### src/rtl/tpas_pkg.sv
// Package for the touch panel converter sequencer: channels, scans, modes, field layout.
// Assumes one 40 MHz core clock shared by all design files.
package tpas_pkg;
  // ****************************************
  // Channel, scan and mode codes
  // ****************************************
  typedef enum logic [2:0] {
    TPAS_CH_X = 3'h0, TPAS_CH_Y = 3'h1, TPAS_CH_Z1 = 3'h2, TPAS_CH_Z2 = 3'h3,
    TPAS_CH_BAT1 = 3'h4, TPAS_CH_BAT2 = 3'h5, TPAS_CH_TEMP = 3'h6, TPAS_CH_AUX = 3'h7
  } tpas_chan_t;

  // Scan selections
  localparam logic [2:0] SCAN_XY = 3'h0;
  localparam logic [2:0] SCAN_XYZ = 3'h1;
  localparam logic [2:0] SCAN_XYZ1 = 3'h2;
  localparam logic [2:0] SCAN_SINGLE = 3'h3;
  localparam logic [2:0] SCAN_DRIVE_ONLY = 3'h4;

  // Acquisition modes
  localparam logic [1:0] MODE_TOUCH = 2'h0;
  localparam logic [1:0] MODE_PEN_HOST = 2'h1;
  localparam logic [1:0] MODE_HOST = 2'h2;

  // Resolution codes and bit counts
  localparam logic [1:0] RES_8 = 2'h0;
  localparam logic [1:0] RES_10 = 2'h1;
  localparam logic [1:0] RES_12 = 2'h2;
  localparam logic [3:0] BITS_8 = 4'h8;
  localparam logic [3:0] BITS_10 = 4'hA;
  localparam logic [3:0] BITS_12 = 4'hC;

  // Sampling cycles of core clock before bit trials
  localparam logic [3:0] SAMPLE_CYCLES = 4'h4;
  localparam int RESULT_W = 12;
  localparam int NUM_CH = 8;

  // ****************************************
  // Converter control word
  // ****************************************
  typedef struct packed {
    logic [1:0] mode;
    logic [2:0] scan;
    tpas_chan_t chan;
    logic [1:0] avg_log2;
    logic [1:0] res;
    logic [3:0] clk_div;
    logic [7:0] settle;
  } tpas_ctrl_t;

  // Panel switch and mux state
  typedef struct packed {
    logic x_drv_on;
    logic y_drv_on;
    logic z_drv_on;
    tpas_chan_t mux_sel;
  } tpas_panel_t;
endpackage : tpas_pkg

### src/rtl/tpas_sar.sv
// Successive approximation engine: samples, then resolves 8, 10 or 12 bits.
// Assumes comp_i is already synchronous to core_clk_i.
`timescale 1ns/100ps
module tpas_sar (
  // Clock and reset
  input wire logic core_clk_i,
  input wire logic rst_b_i,
  // Control
  input wire logic start_i,
  input wire logic [1:0] res_i,
  input wire logic conv_tick_i,
  // Analog comparator
  input wire logic comp_i,
  // Result
  output logic [tpas_pkg::RESULT_W-1:0] dac_o,
  output logic done_o,
  output logic busy_o
);
  logic [3:0] nbits;
  logic [3:0] bit_idx;
  logic [3:0] samp;

  // Lower resolutions run fewer trials, so they finish sooner
  always_comb begin
    unique case (res_i)
      tpas_pkg::RES_8: nbits = tpas_pkg::BITS_8;
      tpas_pkg::RES_10: nbits = tpas_pkg::BITS_10;
      default: nbits = tpas_pkg::BITS_12;
    endcase
  end

  // Trial sequencer; bits fill from the top of the chosen width, so results sit right aligned
  always_ff @(posedge core_clk_i or negedge rst_b_i) begin
    if (!rst_b_i) begin
      busy_o <= 1'b0;
      done_o <= 1'b0;
      dac_o <= '0;
      bit_idx <= 4'h0;
      samp <= 4'h0;
    end else begin
      done_o <= 1'b0;
      if (start_i && !busy_o) begin
        busy_o <= 1'b1;
        dac_o <= '0;
        samp <= tpas_pkg::SAMPLE_CYCLES;
        bit_idx <= nbits;
      end else if (busy_o && samp != 4'h0) begin
        samp <= samp - 4'h1;
      end else if (busy_o && conv_tick_i) begin
        if (bit_idx == 4'h0) begin
          busy_o <= 1'b0;
          done_o <= 1'b1;
        end else begin
          // Comparator high keeps the bit under trial
          dac_o[bit_idx-4'h1] <= comp_i;
          bit_idx <= bit_idx - 4'h1;
        end
      end
    end
  end
endmodule : tpas_sar

### src/rtl/tpas_seq.sv
// Touch panel converter sequencer: plate drivers, settle delay, scans, result store.
// Assumes comparator and pen inputs come from the analog side, asynchronous.
`timescale 1ns/100ps
module tpas_seq (
  // Clock and reset
  input wire logic core_clk_i,
  input wire logic rst_b_i,
  // Control word and host start strobe (core clock domain)
  input wire tpas_pkg::tpas_ctrl_t ctrl_i,
  input wire logic host_start_i,
  // Analog side (asynchronous)
  input wire logic comp_i,
  input wire logic pen_down_i,
  // Panel drive
  output tpas_pkg::tpas_panel_t panel_o,
  // Results
  output logic [tpas_pkg::NUM_CH*tpas_pkg::RESULT_W-1:0] result_o,
  output logic [tpas_pkg::NUM_CH-1:0] result_new_o,
  output logic busy_o,
  output logic pen_touch_data_ready_line_o
);
  // ****************************************
  // Input synchronisers
  // ****************************************
  logic [1:0] comp_sync;
  logic [1:0] pen_sync;
  logic pen_prev;
  always_ff @(posedge core_clk_i or negedge rst_b_i) begin
    if (!rst_b_i) begin
      comp_sync <= 2'h0;
      pen_sync <= 2'h0;
      pen_prev <= 1'b0;
    end else begin
      comp_sync <= {comp_sync[0], comp_i};
      pen_sync <= {pen_sync[0], pen_down_i};
      pen_prev <= pen_sync[1];
    end
  end
  wire pen_rise = pen_sync[1] && !pen_prev;

  // ****************************************
  // Converter clock divider
  // ****************************************
  logic [3:0] div_cnt;
  logic conv_tick;
  // Divide the core clock by clk_div+1
  always_ff @(posedge core_clk_i or negedge rst_b_i) begin
    if (!rst_b_i) begin
      div_cnt <= 4'h0;
      conv_tick <= 1'b0;
    end else if (div_cnt >= ctrl_i.clk_div) begin
      div_cnt <= 4'h0;
      conv_tick <= 1'b1;
    end else begin
      div_cnt <= div_cnt + 4'h1;
      conv_tick <= 1'b0;
    end
  end

  // ****************************************
  // Scan sequencer
  // ****************************************
  typedef enum logic [4:0] {
    S_IDLE = 5'h01, S_SETTLE = 5'h02, S_CONV = 5'h04, S_WAIT = 5'h08, S_STORE = 5'h10
  } tpas_state_t;
  tpas_state_t state;
  tpas_pkg::tpas_chan_t chan;
  logic [7:0] settle_cnt;
  logic [3:0] avg_left;
  logic [15:0] acc;
  logic sar_start;
  logic sar_done;
  logic sar_busy;
  logic [tpas_pkg::RESULT_W-1:0] sar_val;

  // Next channel of a scan; Y precedes X, then pressure reads follow
  function automatic tpas_pkg::tpas_chan_t next_chan(input logic [2:0] scan,
                                                      input tpas_pkg::tpas_chan_t c);
    next_chan = tpas_pkg::TPAS_CH_Y;
    unique case (c)
      tpas_pkg::TPAS_CH_Y: next_chan = tpas_pkg::TPAS_CH_X;
      tpas_pkg::TPAS_CH_X: next_chan = tpas_pkg::TPAS_CH_Z1;
      tpas_pkg::TPAS_CH_Z1: next_chan = (scan == tpas_pkg::SCAN_XYZ) ? tpas_pkg::TPAS_CH_Z2
                                                                      : tpas_pkg::TPAS_CH_Y;
      default: next_chan = tpas_pkg::TPAS_CH_Y;
    endcase
  endfunction : next_chan

  // True when c is the final channel of the scan
  function automatic logic last_chan(input logic [2:0] scan, input tpas_pkg::tpas_chan_t c);
    unique case (scan)
      tpas_pkg::SCAN_XY: last_chan = (c == tpas_pkg::TPAS_CH_X);
      tpas_pkg::SCAN_XYZ: last_chan = (c == tpas_pkg::TPAS_CH_Z2);
      tpas_pkg::SCAN_XYZ1: last_chan = (c == tpas_pkg::TPAS_CH_Z1);
      default: last_chan = 1'b1;
    endcase
  endfunction : last_chan

  wire auto_mode = (ctrl_i.mode != tpas_pkg::MODE_HOST);
  wire single = (ctrl_i.scan == tpas_pkg::SCAN_SINGLE);
  wire drive_only = (ctrl_i.scan == tpas_pkg::SCAN_DRIVE_ONLY);
  // Start source chosen by mode
  wire trig = (ctrl_i.mode == tpas_pkg::MODE_TOUCH) ? pen_rise
            : (ctrl_i.mode == tpas_pkg::MODE_PEN_HOST) ? (host_start_i && pen_sync[1])
            : host_start_i;

  // Main state machine
  always_ff @(posedge core_clk_i or negedge rst_b_i) begin
    if (!rst_b_i) begin
      state <= S_IDLE;
      chan <= tpas_pkg::TPAS_CH_Y;
      settle_cnt <= 8'h00;
      avg_left <= 4'h0;
      acc <= 16'h0000;
      sar_start <= 1'b0;
    end else begin
      sar_start <= 1'b0;
      unique case (state)
        S_IDLE: begin
          if (trig && !drive_only) begin
            chan <= single ? ctrl_i.chan : tpas_pkg::TPAS_CH_Y;
            settle_cnt <= ctrl_i.settle;
            // Host mode skips the delay; host waited after driving the plates
            state <= auto_mode ? S_SETTLE : S_CONV;
          end
        end
        S_SETTLE: begin
          if (settle_cnt == 8'h00) begin
            state <= S_CONV;
          end else begin
            settle_cnt <= settle_cnt - 8'h01;
          end
        end
        S_CONV: begin
          acc <= 16'h0000;
          avg_left <= 4'h1 << ctrl_i.avg_log2;
          sar_start <= 1'b1;
          state <= S_WAIT;
        end
        S_WAIT: begin
          if (sar_done) begin
            acc <= acc + {4'h0, sar_val};
            avg_left <= avg_left - 4'h1;
            if (avg_left == 4'h1) begin
              state <= S_STORE;
            end else begin
              sar_start <= 1'b1;
            end
          end
        end
        S_STORE: begin
          if (last_chan(ctrl_i.scan, chan)) begin
            state <= S_IDLE;
          end else begin
            chan <= next_chan(ctrl_i.scan, chan);
            settle_cnt <= ctrl_i.settle;
            state <= auto_mode ? S_SETTLE : S_CONV;
          end
        end
      endcase
    end
  end

  tpas_sar u_sar (
    .core_clk_i(core_clk_i),
    .rst_b_i(rst_b_i),
    .start_i(sar_start),
    .res_i(ctrl_i.res),
    .conv_tick_i(conv_tick),
    .comp_i(comp_sync[1]),
    .dac_o(sar_val),
    .done_o(sar_done),
    .busy_o(sar_busy)
  );

  // ****************************************
  // Results and panel drive
  // ****************************************
  // Averaged unsigned result into the channel's slot; new flag pulses one cycle
  always_ff @(posedge core_clk_i or negedge rst_b_i) begin
    if (!rst_b_i) begin
      result_o <= '0;
      result_new_o <= '0;
    end else begin
      result_new_o <= '0;
      if (state == S_STORE) begin
        result_o[chan*tpas_pkg::RESULT_W +: tpas_pkg::RESULT_W] <=
          tpas_pkg::RESULT_W'(acc >> ctrl_i.avg_log2);
        result_new_o[chan] <= 1'b1;
      end
    end
  end

  // Plates: Y read drives Y plate and senses X-plus; X read the opposite
  always_ff @(posedge core_clk_i or negedge rst_b_i) begin
    if (!rst_b_i) begin
      panel_o <= '{x_drv_on: 1'b0, y_drv_on: 1'b0, z_drv_on: 1'b0,
                   mux_sel: tpas_pkg::TPAS_CH_Y};
      busy_o <= 1'b0;
      pen_touch_data_ready_line_o <= 1'b1;
    end else begin
      busy_o <= (state != S_IDLE);
      pen_touch_data_ready_line_o <= !pen_sync[1] && (state == S_IDLE);
      if (state == S_IDLE && drive_only) begin
        panel_o.y_drv_on <= (ctrl_i.chan == tpas_pkg::TPAS_CH_Y);
        panel_o.x_drv_on <= (ctrl_i.chan == tpas_pkg::TPAS_CH_X);
        panel_o.z_drv_on <= (ctrl_i.chan == tpas_pkg::TPAS_CH_Z1) ||
                            (ctrl_i.chan == tpas_pkg::TPAS_CH_Z2);
        panel_o.mux_sel <= ctrl_i.chan;
      end else if (state != S_IDLE) begin
        panel_o.mux_sel <= chan;
        panel_o.y_drv_on <= (chan == tpas_pkg::TPAS_CH_Y);
        panel_o.x_drv_on <= (chan == tpas_pkg::TPAS_CH_X);
        panel_o.z_drv_on <= (chan == tpas_pkg::TPAS_CH_Z1) || (chan == tpas_pkg::TPAS_CH_Z2);
      end else begin
        panel_o.x_drv_on <= 1'b0;
        panel_o.y_drv_on <= 1'b0;
        panel_o.z_drv_on <= 1'b0;
      end
    end
  end

  // ****************************************
  // Checks
  // ****************************************
  settle_wait_a: assert property (@(posedge core_clk_i) disable iff (!rst_b_i)
    (state == S_SETTLE && settle_cnt != 8'h00) |=> state == S_SETTLE)
    else $error("settle delay cut short");
  y_before_x_a: assert property (@(posedge core_clk_i) disable iff (!rst_b_i)
    (state == S_STORE && chan == tpas_pkg::TPAS_CH_Y && !single) |=> chan == tpas_pkg::TPAS_CH_X)
    else $error("X did not follow Y");
  y_drive_a: assert property (@(posedge core_clk_i) disable iff (!rst_b_i)
    (state == S_WAIT && chan == tpas_pkg::TPAS_CH_Y) |-> panel_o.y_drv_on && !panel_o.x_drv_on)
    else $error("Y plate not driven during Y read");
  store_flag_a: assert property (@(posedge core_clk_i) disable iff (!rst_b_i)
    (state == S_STORE) |=> result_new_o[$past(chan)])
    else $error("result flag missing");
  drive_only_a: assert property (@(posedge core_clk_i) disable iff (!rst_b_i)
    (state == S_IDLE && drive_only) |=> state == S_IDLE && !sar_busy)
    else $error("drive only command converted");
  host_nowait_a: assert property (@(posedge core_clk_i) disable iff (!rst_b_i)
    (state == S_IDLE && trig && !drive_only && !auto_mode) |=> state == S_CONV)
    else $error("host mode did not start at once");
  z2_end_a: assert property (@(posedge core_clk_i) disable iff (!rst_b_i)
    (state == S_STORE && ctrl_i.scan == tpas_pkg::SCAN_XYZ && chan == tpas_pkg::TPAS_CH_Z1)
    |=> chan == tpas_pkg::TPAS_CH_Z2)
    else $error("Z2 skipped");
  z1_end_a: assert property (@(posedge core_clk_i) disable iff (!rst_b_i)
    (state == S_STORE && ctrl_i.scan == tpas_pkg::SCAN_XYZ1 && chan == tpas_pkg::TPAS_CH_Z1)
    |=> state == S_IDLE)
    else $error("scan did not end after Z1");
  div_tick_a: assert property (@(posedge core_clk_i) disable iff (!rst_b_i)
    (conv_tick && ctrl_i.clk_div == $past(ctrl_i.clk_div) && ctrl_i.clk_div != 4'h0)
    |=> !conv_tick)
    else $error("converter clock not divided");
endmodule : tpas_seq

### config.mk
export PLATFORM = sky130hd
export DESIGN_NAME = tpas_seq
export DESIGN_NICKNAME = d
export VERILOG_FILES = /design/src/rtl/tpas_pkg.sv /design/src/rtl/tpas_sar.sv /design/src/rtl/tpas_seq.sv
export SDC_FILE = /design/constraint.sdc
export NUM_CORES = 1
export LEC_CHECK = 0
export ABC_AREA = 1
export BUFFER_PORTS_ARGS = -buffer_cell sky130_fd_sc_hd__buf_2
export CORE_MARGIN = 1.5
export CORE_UTILIZATION = 50
export DETAILED_ROUTE_END_ITERATION = 16
export PLACE_DENSITY = 0.71
export SYNTH_ARGS = -nofsm -noshare
export SYNTH_HDL_FRONTEND = slang
export SYNTH_SLANG_ARGS = --single-unit
export TNS_END_PERCENT = 20
### constraint.sdc
create_clock -name core_clk_i -period 4.3 [get_ports core_clk_i]
set_input_delay 0.43 -clock core_clk_i [delete_from_list [all_inputs] [get_ports core_clk_i]]
set_output_delay 0.43 -clock core_clk_i [all_outputs]
set_load 0.02 [all_outputs]
==> flow_metrics.tcl, run 1 <==
set metrics [dict create \
    setup_violations 0 \
    p_int_w 0.002603 \
    tightestPinTransition_ns 0.7415 \
    fin_tns_setup_ns 0 \
    path_clk_slew_ns 0.07 \
    clock_skew_ns 0.01180 \
    die_h_um 146.7 \
    finalCritPeriodShare_pct 82.70 \
    drive_gt1_share_pct 18.94 \
    grt_max_degree 102 \
    cts_hold_buf 0 \
    yosys.area_share.simple_pct 29.76 \
    clockBufferDepth 2 \
    synth_compound_area_share_pct 13.33 \
    start_util_pct 51.03 \
    cp-start-kind "register" \
    clkPwrFrac_pct 44.4 \
    required_ns 4.62 \
    grt_pass1_vias 8510 \
    power.leakage_nw 5.759 \
    grt_pass1_wl_mm 42.90 \
    drt_iter0_markers 683 \
    rows 52 \
    core_sq_um 20230 \
    ir_drop_mv 0.2644 \
    yosysUniqueCellTypes 57 \
    cp-end-kind "register" \
    wl_per_cell_um 15.04 \
    die_w_um 146.7 \
    synth_nets 1372 \
    switching_power_w 0.0008644 \
    yosys-mux-area-fraction_pct 0 \
    yosysSeqAreaShare_pct 43.67 \
    drt_wl_total_mm 25.83 \
    crit_fanout 19 \
    relSlewSlack_pct 50.57 \
    synth-adder-area-share_pct 4.992 \
    max_cap_violations 0 \
    post-cts-setup-buffer-count 0 \
    via_per_inst 5.308 \
    vias 9114 \
    post_cts_resized 0 \
    synth-edff-count 0 \
    outcome "finished clean" \
    cts_tree "yes" \
    n_antenna_cell 0 \
    slew_violations 0 \
    synthCells 1303 \
    drt_first_pass_iters 7 \
    worstSkewPairLatency_ns 0.44 \
    hold_viol 0 \
    final_common_cell "nand2_1" \
    path_class "register to register" \
    place_congestion 0.9171 \
    drc_errors 0 \
    synth-seq-cells 180 \
    port_buffers 140 \
    hold_path.class "input port to asynchronous set/reset pin" \
    syn_to_final_growth_pct 14.35 \
    rsz0062_at_grt "no" \
    dominantRegCellSynth "dfrtp_1" \
    p_seq_share_pct 50.1 \
    syn_area_sq_um 10330 \
    power.density_nw_per_um2 293.7 \
    p_comb_share_pct 5.5 \
    total_power_w 0.003468 \
    dieArea_sq_um 21520 \
    avgSynthCellArea_sq_um 7.925 \
    postRouteAntennaNets 0 \
    h-tree-depth 4 \
    cts.sinks 180 \
    nets 1504 \
    switching_share_pct 24.93 \
    grt_usage_pct 24.72 \
    grt_antenna_before_repair 1 \
    reg2regPathDepth 12 \
    ys_warn_count 0 \
    grt-ovfl-total 0 \
    period_minus_slack_ns 3.556 \
    cts_buffers 17 \
    cts_root_buf "clkbuf_16" \
    final_cell_mix "nand2_1, dfrtp_1, buf_2" \
    dpl.hpwl_mm 19.17 \
    max_freq_mhz 281.2 \
    synth_top_family_by_area "simple AND/OR/NAND/NOR gates" \
    synth_xor_area_share_pct 0.6785 \
    ios 141 \
    ys_async_sr_fraction_pct 100.0 \
    arrival_ns 3.88 \
]
-- synthesized netlist by cell type, types with 2 or more instances --
library cell | number | share of area [%]
o31ai_2 | 2 | 0.24
inv_2 | 18 | 0.65
o22ai_1 | 8 | 0.48
o21bai_1 | 5 | 0.36
buf_1 | 2 | 0.073
nor2_4 | 18 | 2.0
dfrtp_1 | 176 | 43
nand2_2 | 11 | 0.67
inv_1 | 130 | 4.7
a22oi_1 | 3 | 0.22
dfstp_2 | 4 | 1.0
nand2_1 | 326 | 12
o21ai_2 | 2 | 0.17
nor2_8 | 4 | 0.78
and2_1 | 2 | 0.12
o21ai_1 | 19 | 0.92
nor2_1 | 110 | 4.0
nand3_1 | 101 | 4.9
o21ai_0 | 96 | 4.7
buf_4 | 6 | 0.44
clkbuf_1 | 9 | 0.33
ha_1 | 38 | 4.6
fa_1 | 2 | 0.39
nor2_2 | 7 | 0.42
buf_2 | 13 | 0.63
nand4_2 | 2 | 0.24
nand4_1 | 26 | 1.6
nand2_4 | 7 | 0.76
nand3_4 | 3 | 0.51
a31oi_1 | 6 | 0.36
o21a_1 | 2 | 0.15
a21oi_1 | 63 | 3.1
nor3_1 | 17 | 0.82
or2_2 | 7 | 0.42
xnor2_1 | 4 | 0.34
xor2_1 | 4 | 0.34
inv_4 | 6 | 0.36
buf_6 | 3 | 0.33
o31ai_1 | 15 | 1.1
o211ai_1 | 9 | 0.65
-- power groups by stage --
| stage | Sequential (W) | Combinational (W) | Clock, W |
|---|---|---|---|
| 2_1_floorplan | 0.00176 | 0.000112 | 0 |
| 3_3_place_gp | 0.00177 | 0.000187 | 0 |
| 3_5_place_dp | 0.00177 | 0.000193 | 0 |
| 4_1_cts | 0.00174 | 0.000194 | 0.00155 |
| 5_1_grt | 0.00174 | 0.000224 | 0.00162 |
| 6_report | 0.00174 | 0.000190 | 0.00154 |
-- flip-flops by register name (all words and copies together), names as in the netlist, 5 cells and up --
signal	flops
state	5
u_sar.dac_o	12
result_new_o	8
result_o	96
acc	15
settle_cnt	8
panel_o	6
-- cell families (layout without fill, tap and decap cells) --
kind of cell,count (synthesis),in the layout
fa+ha+maj,40,40
simple gates,647,647
compound gates,240,240
xor+xnor,8,8
flops,180,180
buf+inv,188,332
-- layer usage --
metal	global-route usage, %	wire, um
met1	33.12	11500
met2	39.53	12070
met3	4.876	1421
met4	9.848	822
met5	0	12
-- worst paths after layout --
kind / to / slack [ns] / from
min: result_new_o[0] / 0.02 / rst_b_i
min in group core_clk_i: pen_sync[0] / 0.09 / pen_down_i
max: result_o[8] / 0.74 / chan[0]
max in group asynchronous: result_o[13] / 3.30 / rst_b_i
min reg2reg: comp_sync[1] / 0.36 / comp_sync[0]
max reg2reg: result_o[8] / 0.74 / chan[0]
-- through the flow --
stage / area [sq um] / hold WS, ns / util [%] / setup slack, ns / std cells
2_1_floorplan: 10330 / 0.1344 / - / 1.298 / 1303
3_3_place_gp: 11240 / 0.3342 / 55.57 / 0.9615 / 1686
3_5_place_dp: 11240 / 0.3378 / 55.57 / 0.8459 / 1686
4_1_cts: 11810 / 0.05825 / 58.35 / 0.7811 / 1717
5_1_grt: 11810 / 0.07973 / 58.35 / 0.5119 / 1717
6_report: 11810 / 0.02302 / 58.35 / 0.7440 / 1717
-- layout make-up --
class	instances	area, sq um
fill	1884	8427
timing repair buffer	146	764.5
clock inverter	12	121.4
sequential	180	4509
clock buffer	19	442.9
inverter	155	596.8
tap	270	337.8
multi-input combinational	935	5035
-- worst max-delay path, cell delays in order, from the launching register on --
cell	delay, ns
dfstp_2	0.78
ha_1	0.25
fa_1	0.46
nor2_2	0.20
inv_1	0.10
nor2_1	0.14
ha_1	0.27
inv_1	0.40
a31oi_1	0.22
nor2_1	0.28
nand2_1	0.16
nor2_1	0.13
nor2_1	0.05
(Power assumes the default switching activity.)
==> run 2, diff against run 1 <==
clock period = 3.5 ns   (was 4.3 ns; I/O delays follow)
==> flow_metrics.tcl, run 2 (synthesized netlist as in run 1, its figures left out) <==
set metrics [dict create \
    dpl.hpwl_mm 19.65 \
    ios 141 \
    syn_to_final_growth_pct 14.77 \
    regMostFlops "result_o" \
    h-tree-depth 4 \
    worstSkewPairLatency_ns 0.44 \
    hold_viol 0 \
    cts.sinks 180 \
    clock_skew_ns 0.01050 \
    crit_top_cell "nor2_1" \
    timing.rr.end "result_o[8]" \
    n_antenna_cell 0 \
    final_common_cell "nand2_1" \
    cts_hold_buf 1 \
    ir_drop_mv 0.3073 \
    cp.depth 12 \
    critPathMaxStageDelay_ns 0.48 \
    dieArea_sq_um 21520 \
    path_clk_slew_ns 0.07 \
    core_sq_um 20230 \
    top_regs "result_o x96, acc x15, u_sar.dac_o x12" \
    worst_path_max_delay_cell "fa_1" \
    cts_buffers 17 \
    power.leakage_nw 5.786 \
    setup_violations 0 \
    start_util_pct 51.03 \
    post-cts-setup-buffer-count 0 \
    grt_pass1_wl_mm 42.95 \
    postRouteAntennaNets 0 \
    fin_tns_setup_ns 0 \
    reg2reg_from "chan[1]" \
    tightestPinTransition_ns 0.6858 \
    vias 9115 \
    outcome "finished clean" \
    required_ns 3.82 \
    drt_iter0_markers 647 \
    wl_per_cell_um 14.97 \
    finalCritPeriodShare_pct 90.46 \
    nets 1511 \
    cts_root_buf "clkbuf_16" \
    port_buffers 140 \
    path_cells "ha_1, fa_1, nor2_2, inv_1, nor2_1, ha_1, inv_1, a31oi_1, nor2_1, nand2_1, nor2_1, nor2_1" \
    grt-ovfl-total 0 \
    die_h_um 146.7 \
    worstSetupEndpoint "result_o[8]" \
    hold_path.class "input port to register" \
    final_cell_mix "nand2_1, dfrtp_1, buf_2" \
    max_cap_violations 0 \
    power.density_nw_per_um2 353.0 \
    cp-startpoint "chan[1]" \
    largest_reg_flops 96 \
    die_w_um 146.7 \
    via_per_inst 5.284 \
    cp_top_family "adder cells" \
    period_minus_slack_ns 3.166 \
    grt_usage_pct 24.81 \
    grt_pass1_vias 8586 \
    cts_tree "yes" \
    cp-end-kind "register" \
    setup_slack_ns 0.3338 \
    grt_antenna_before_repair 1 \
    slew_violations 0 \
    cp-start-kind "register" \
    crit_fanout 15 \
    total_power_w 0.004183 \
    max_freq_mhz 315.8 \
    drt_first_pass_iters 7 \
    rows 52 \
    final_util_pct 58.57 \
    path_class "register to register" \
    clockBufferDepth 2 \
    grt_max_degree 71 \
    regToRegSetupSlack_ns 0.33 \
    place_congestion 0.9315 \
    drt_wl_total_mm 25.82 \
    post_cts_resized 0 \
    relSlewSlack_pct 54.15 \
    dpl_worst_slack_ns 0.3450 \
    holdPathStages 1 \
    arrival_ns 3.49 \
    reg2regPathDepth 12 \
    drc_errors 0 \
    critical_path_buf_inv_count 2 \
    rsz0062_at_grt "no" \
    drive_gt1_share_pct 19.31 \
]
## run 2: cell types whose count changed in the layout (fill, tap and decap cells not counted)
cell / previous run / this run
dlygate4sd3_1: 0 / 1
clkbuf_8: 1 / 0
clkinv_8: 0 / 1
inv_6: 4 / 3
inv_8: 2 / 3
clkinv_4: 1 / 2
clkinv_2: 2 / 3
bufinv_16: 1 / 0
buf_4: 5 / 11
## run 2: worst reg2reg max path, cell delays in order (launching register included)
cell and delay, ns:
dfrtp_1 0.47, ha_1 0.24, fa_1 0.48, nor2_2 0.19, inv_1 0.09, nor2_1 0.11
ha_1 0.24, inv_1 0.40, a31oi_1 0.21, nor2_1 0.29, nand2_1 0.16, nor2_1 0.13
nor2_1 0.05
## run 2: how the worst min path moves through the flow
stage                             from            to  slack [ns]
after CTS                       comp_i  comp_sync[0]       0.008
final                           comp_i  comp_sync[0]        0.01
after floorplan                rst_b_i        acc[0]        0.05
after detailed placement   pen_sync[0]   pen_sync[1]        0.35
after global routing            comp_i  comp_sync[0]       0.008
after global placement    comp_sync[0]  comp_sync[1]        0.33
## run 2: report_power, final
part | leakage [nW] | switching (W) | internal [W]
logic | 3.46 | 0.000160 | 0.0000794
registers | 2.05 | 0.0000217 | 0.00211
clock network | 0.270 | 0.000880 | 0.000933
total | 5.79 | 0.00106 | 0.00312
## run 2: layout make-up
type,instances,area [sq um]
Fill cell,1889,8383
Multi-Input combinational cell,935,5035
Sequential cell,180,4509
Timing Repair Buffer,153,819.5
Inverter,155,596.8
Clock buffer,18,429.2
Tap cell,270,337.8
Clock inverter,14,123.9
## run 2: metal layers
| metal | part of all wire (%) | vias to the layer above | wire length (um) | global-route usage (%) |
|---|---|---|---|---|
| li1 | - | 4585 | - | - |
| met1 | 44 | 4194 | 11320 | 32.69 |
| met2 | 47 | 280 | 12220 | 40.42 |
| met3 | 5.6 | 54 | 1445 | 4.596 |
| met4 | 3.2 | 2 | 827 | 10.05 |
| met5 | 0.046 | - | 12 | 0 |
## run 2: metrics by stage
step / std cells / hold WS, ns / area, sq um
final: 1725 / 0.01401 / 11850
after global routing: 1725 / 0.007708 / 11850
after CTS: 1725 / 0.008104 / 11850
after detailed placement: 1692 / 0.3458 / 11290
after global placement: 1692 / 0.3346 / 11290
after floorplan: 1303 / 0.05441 / 10330
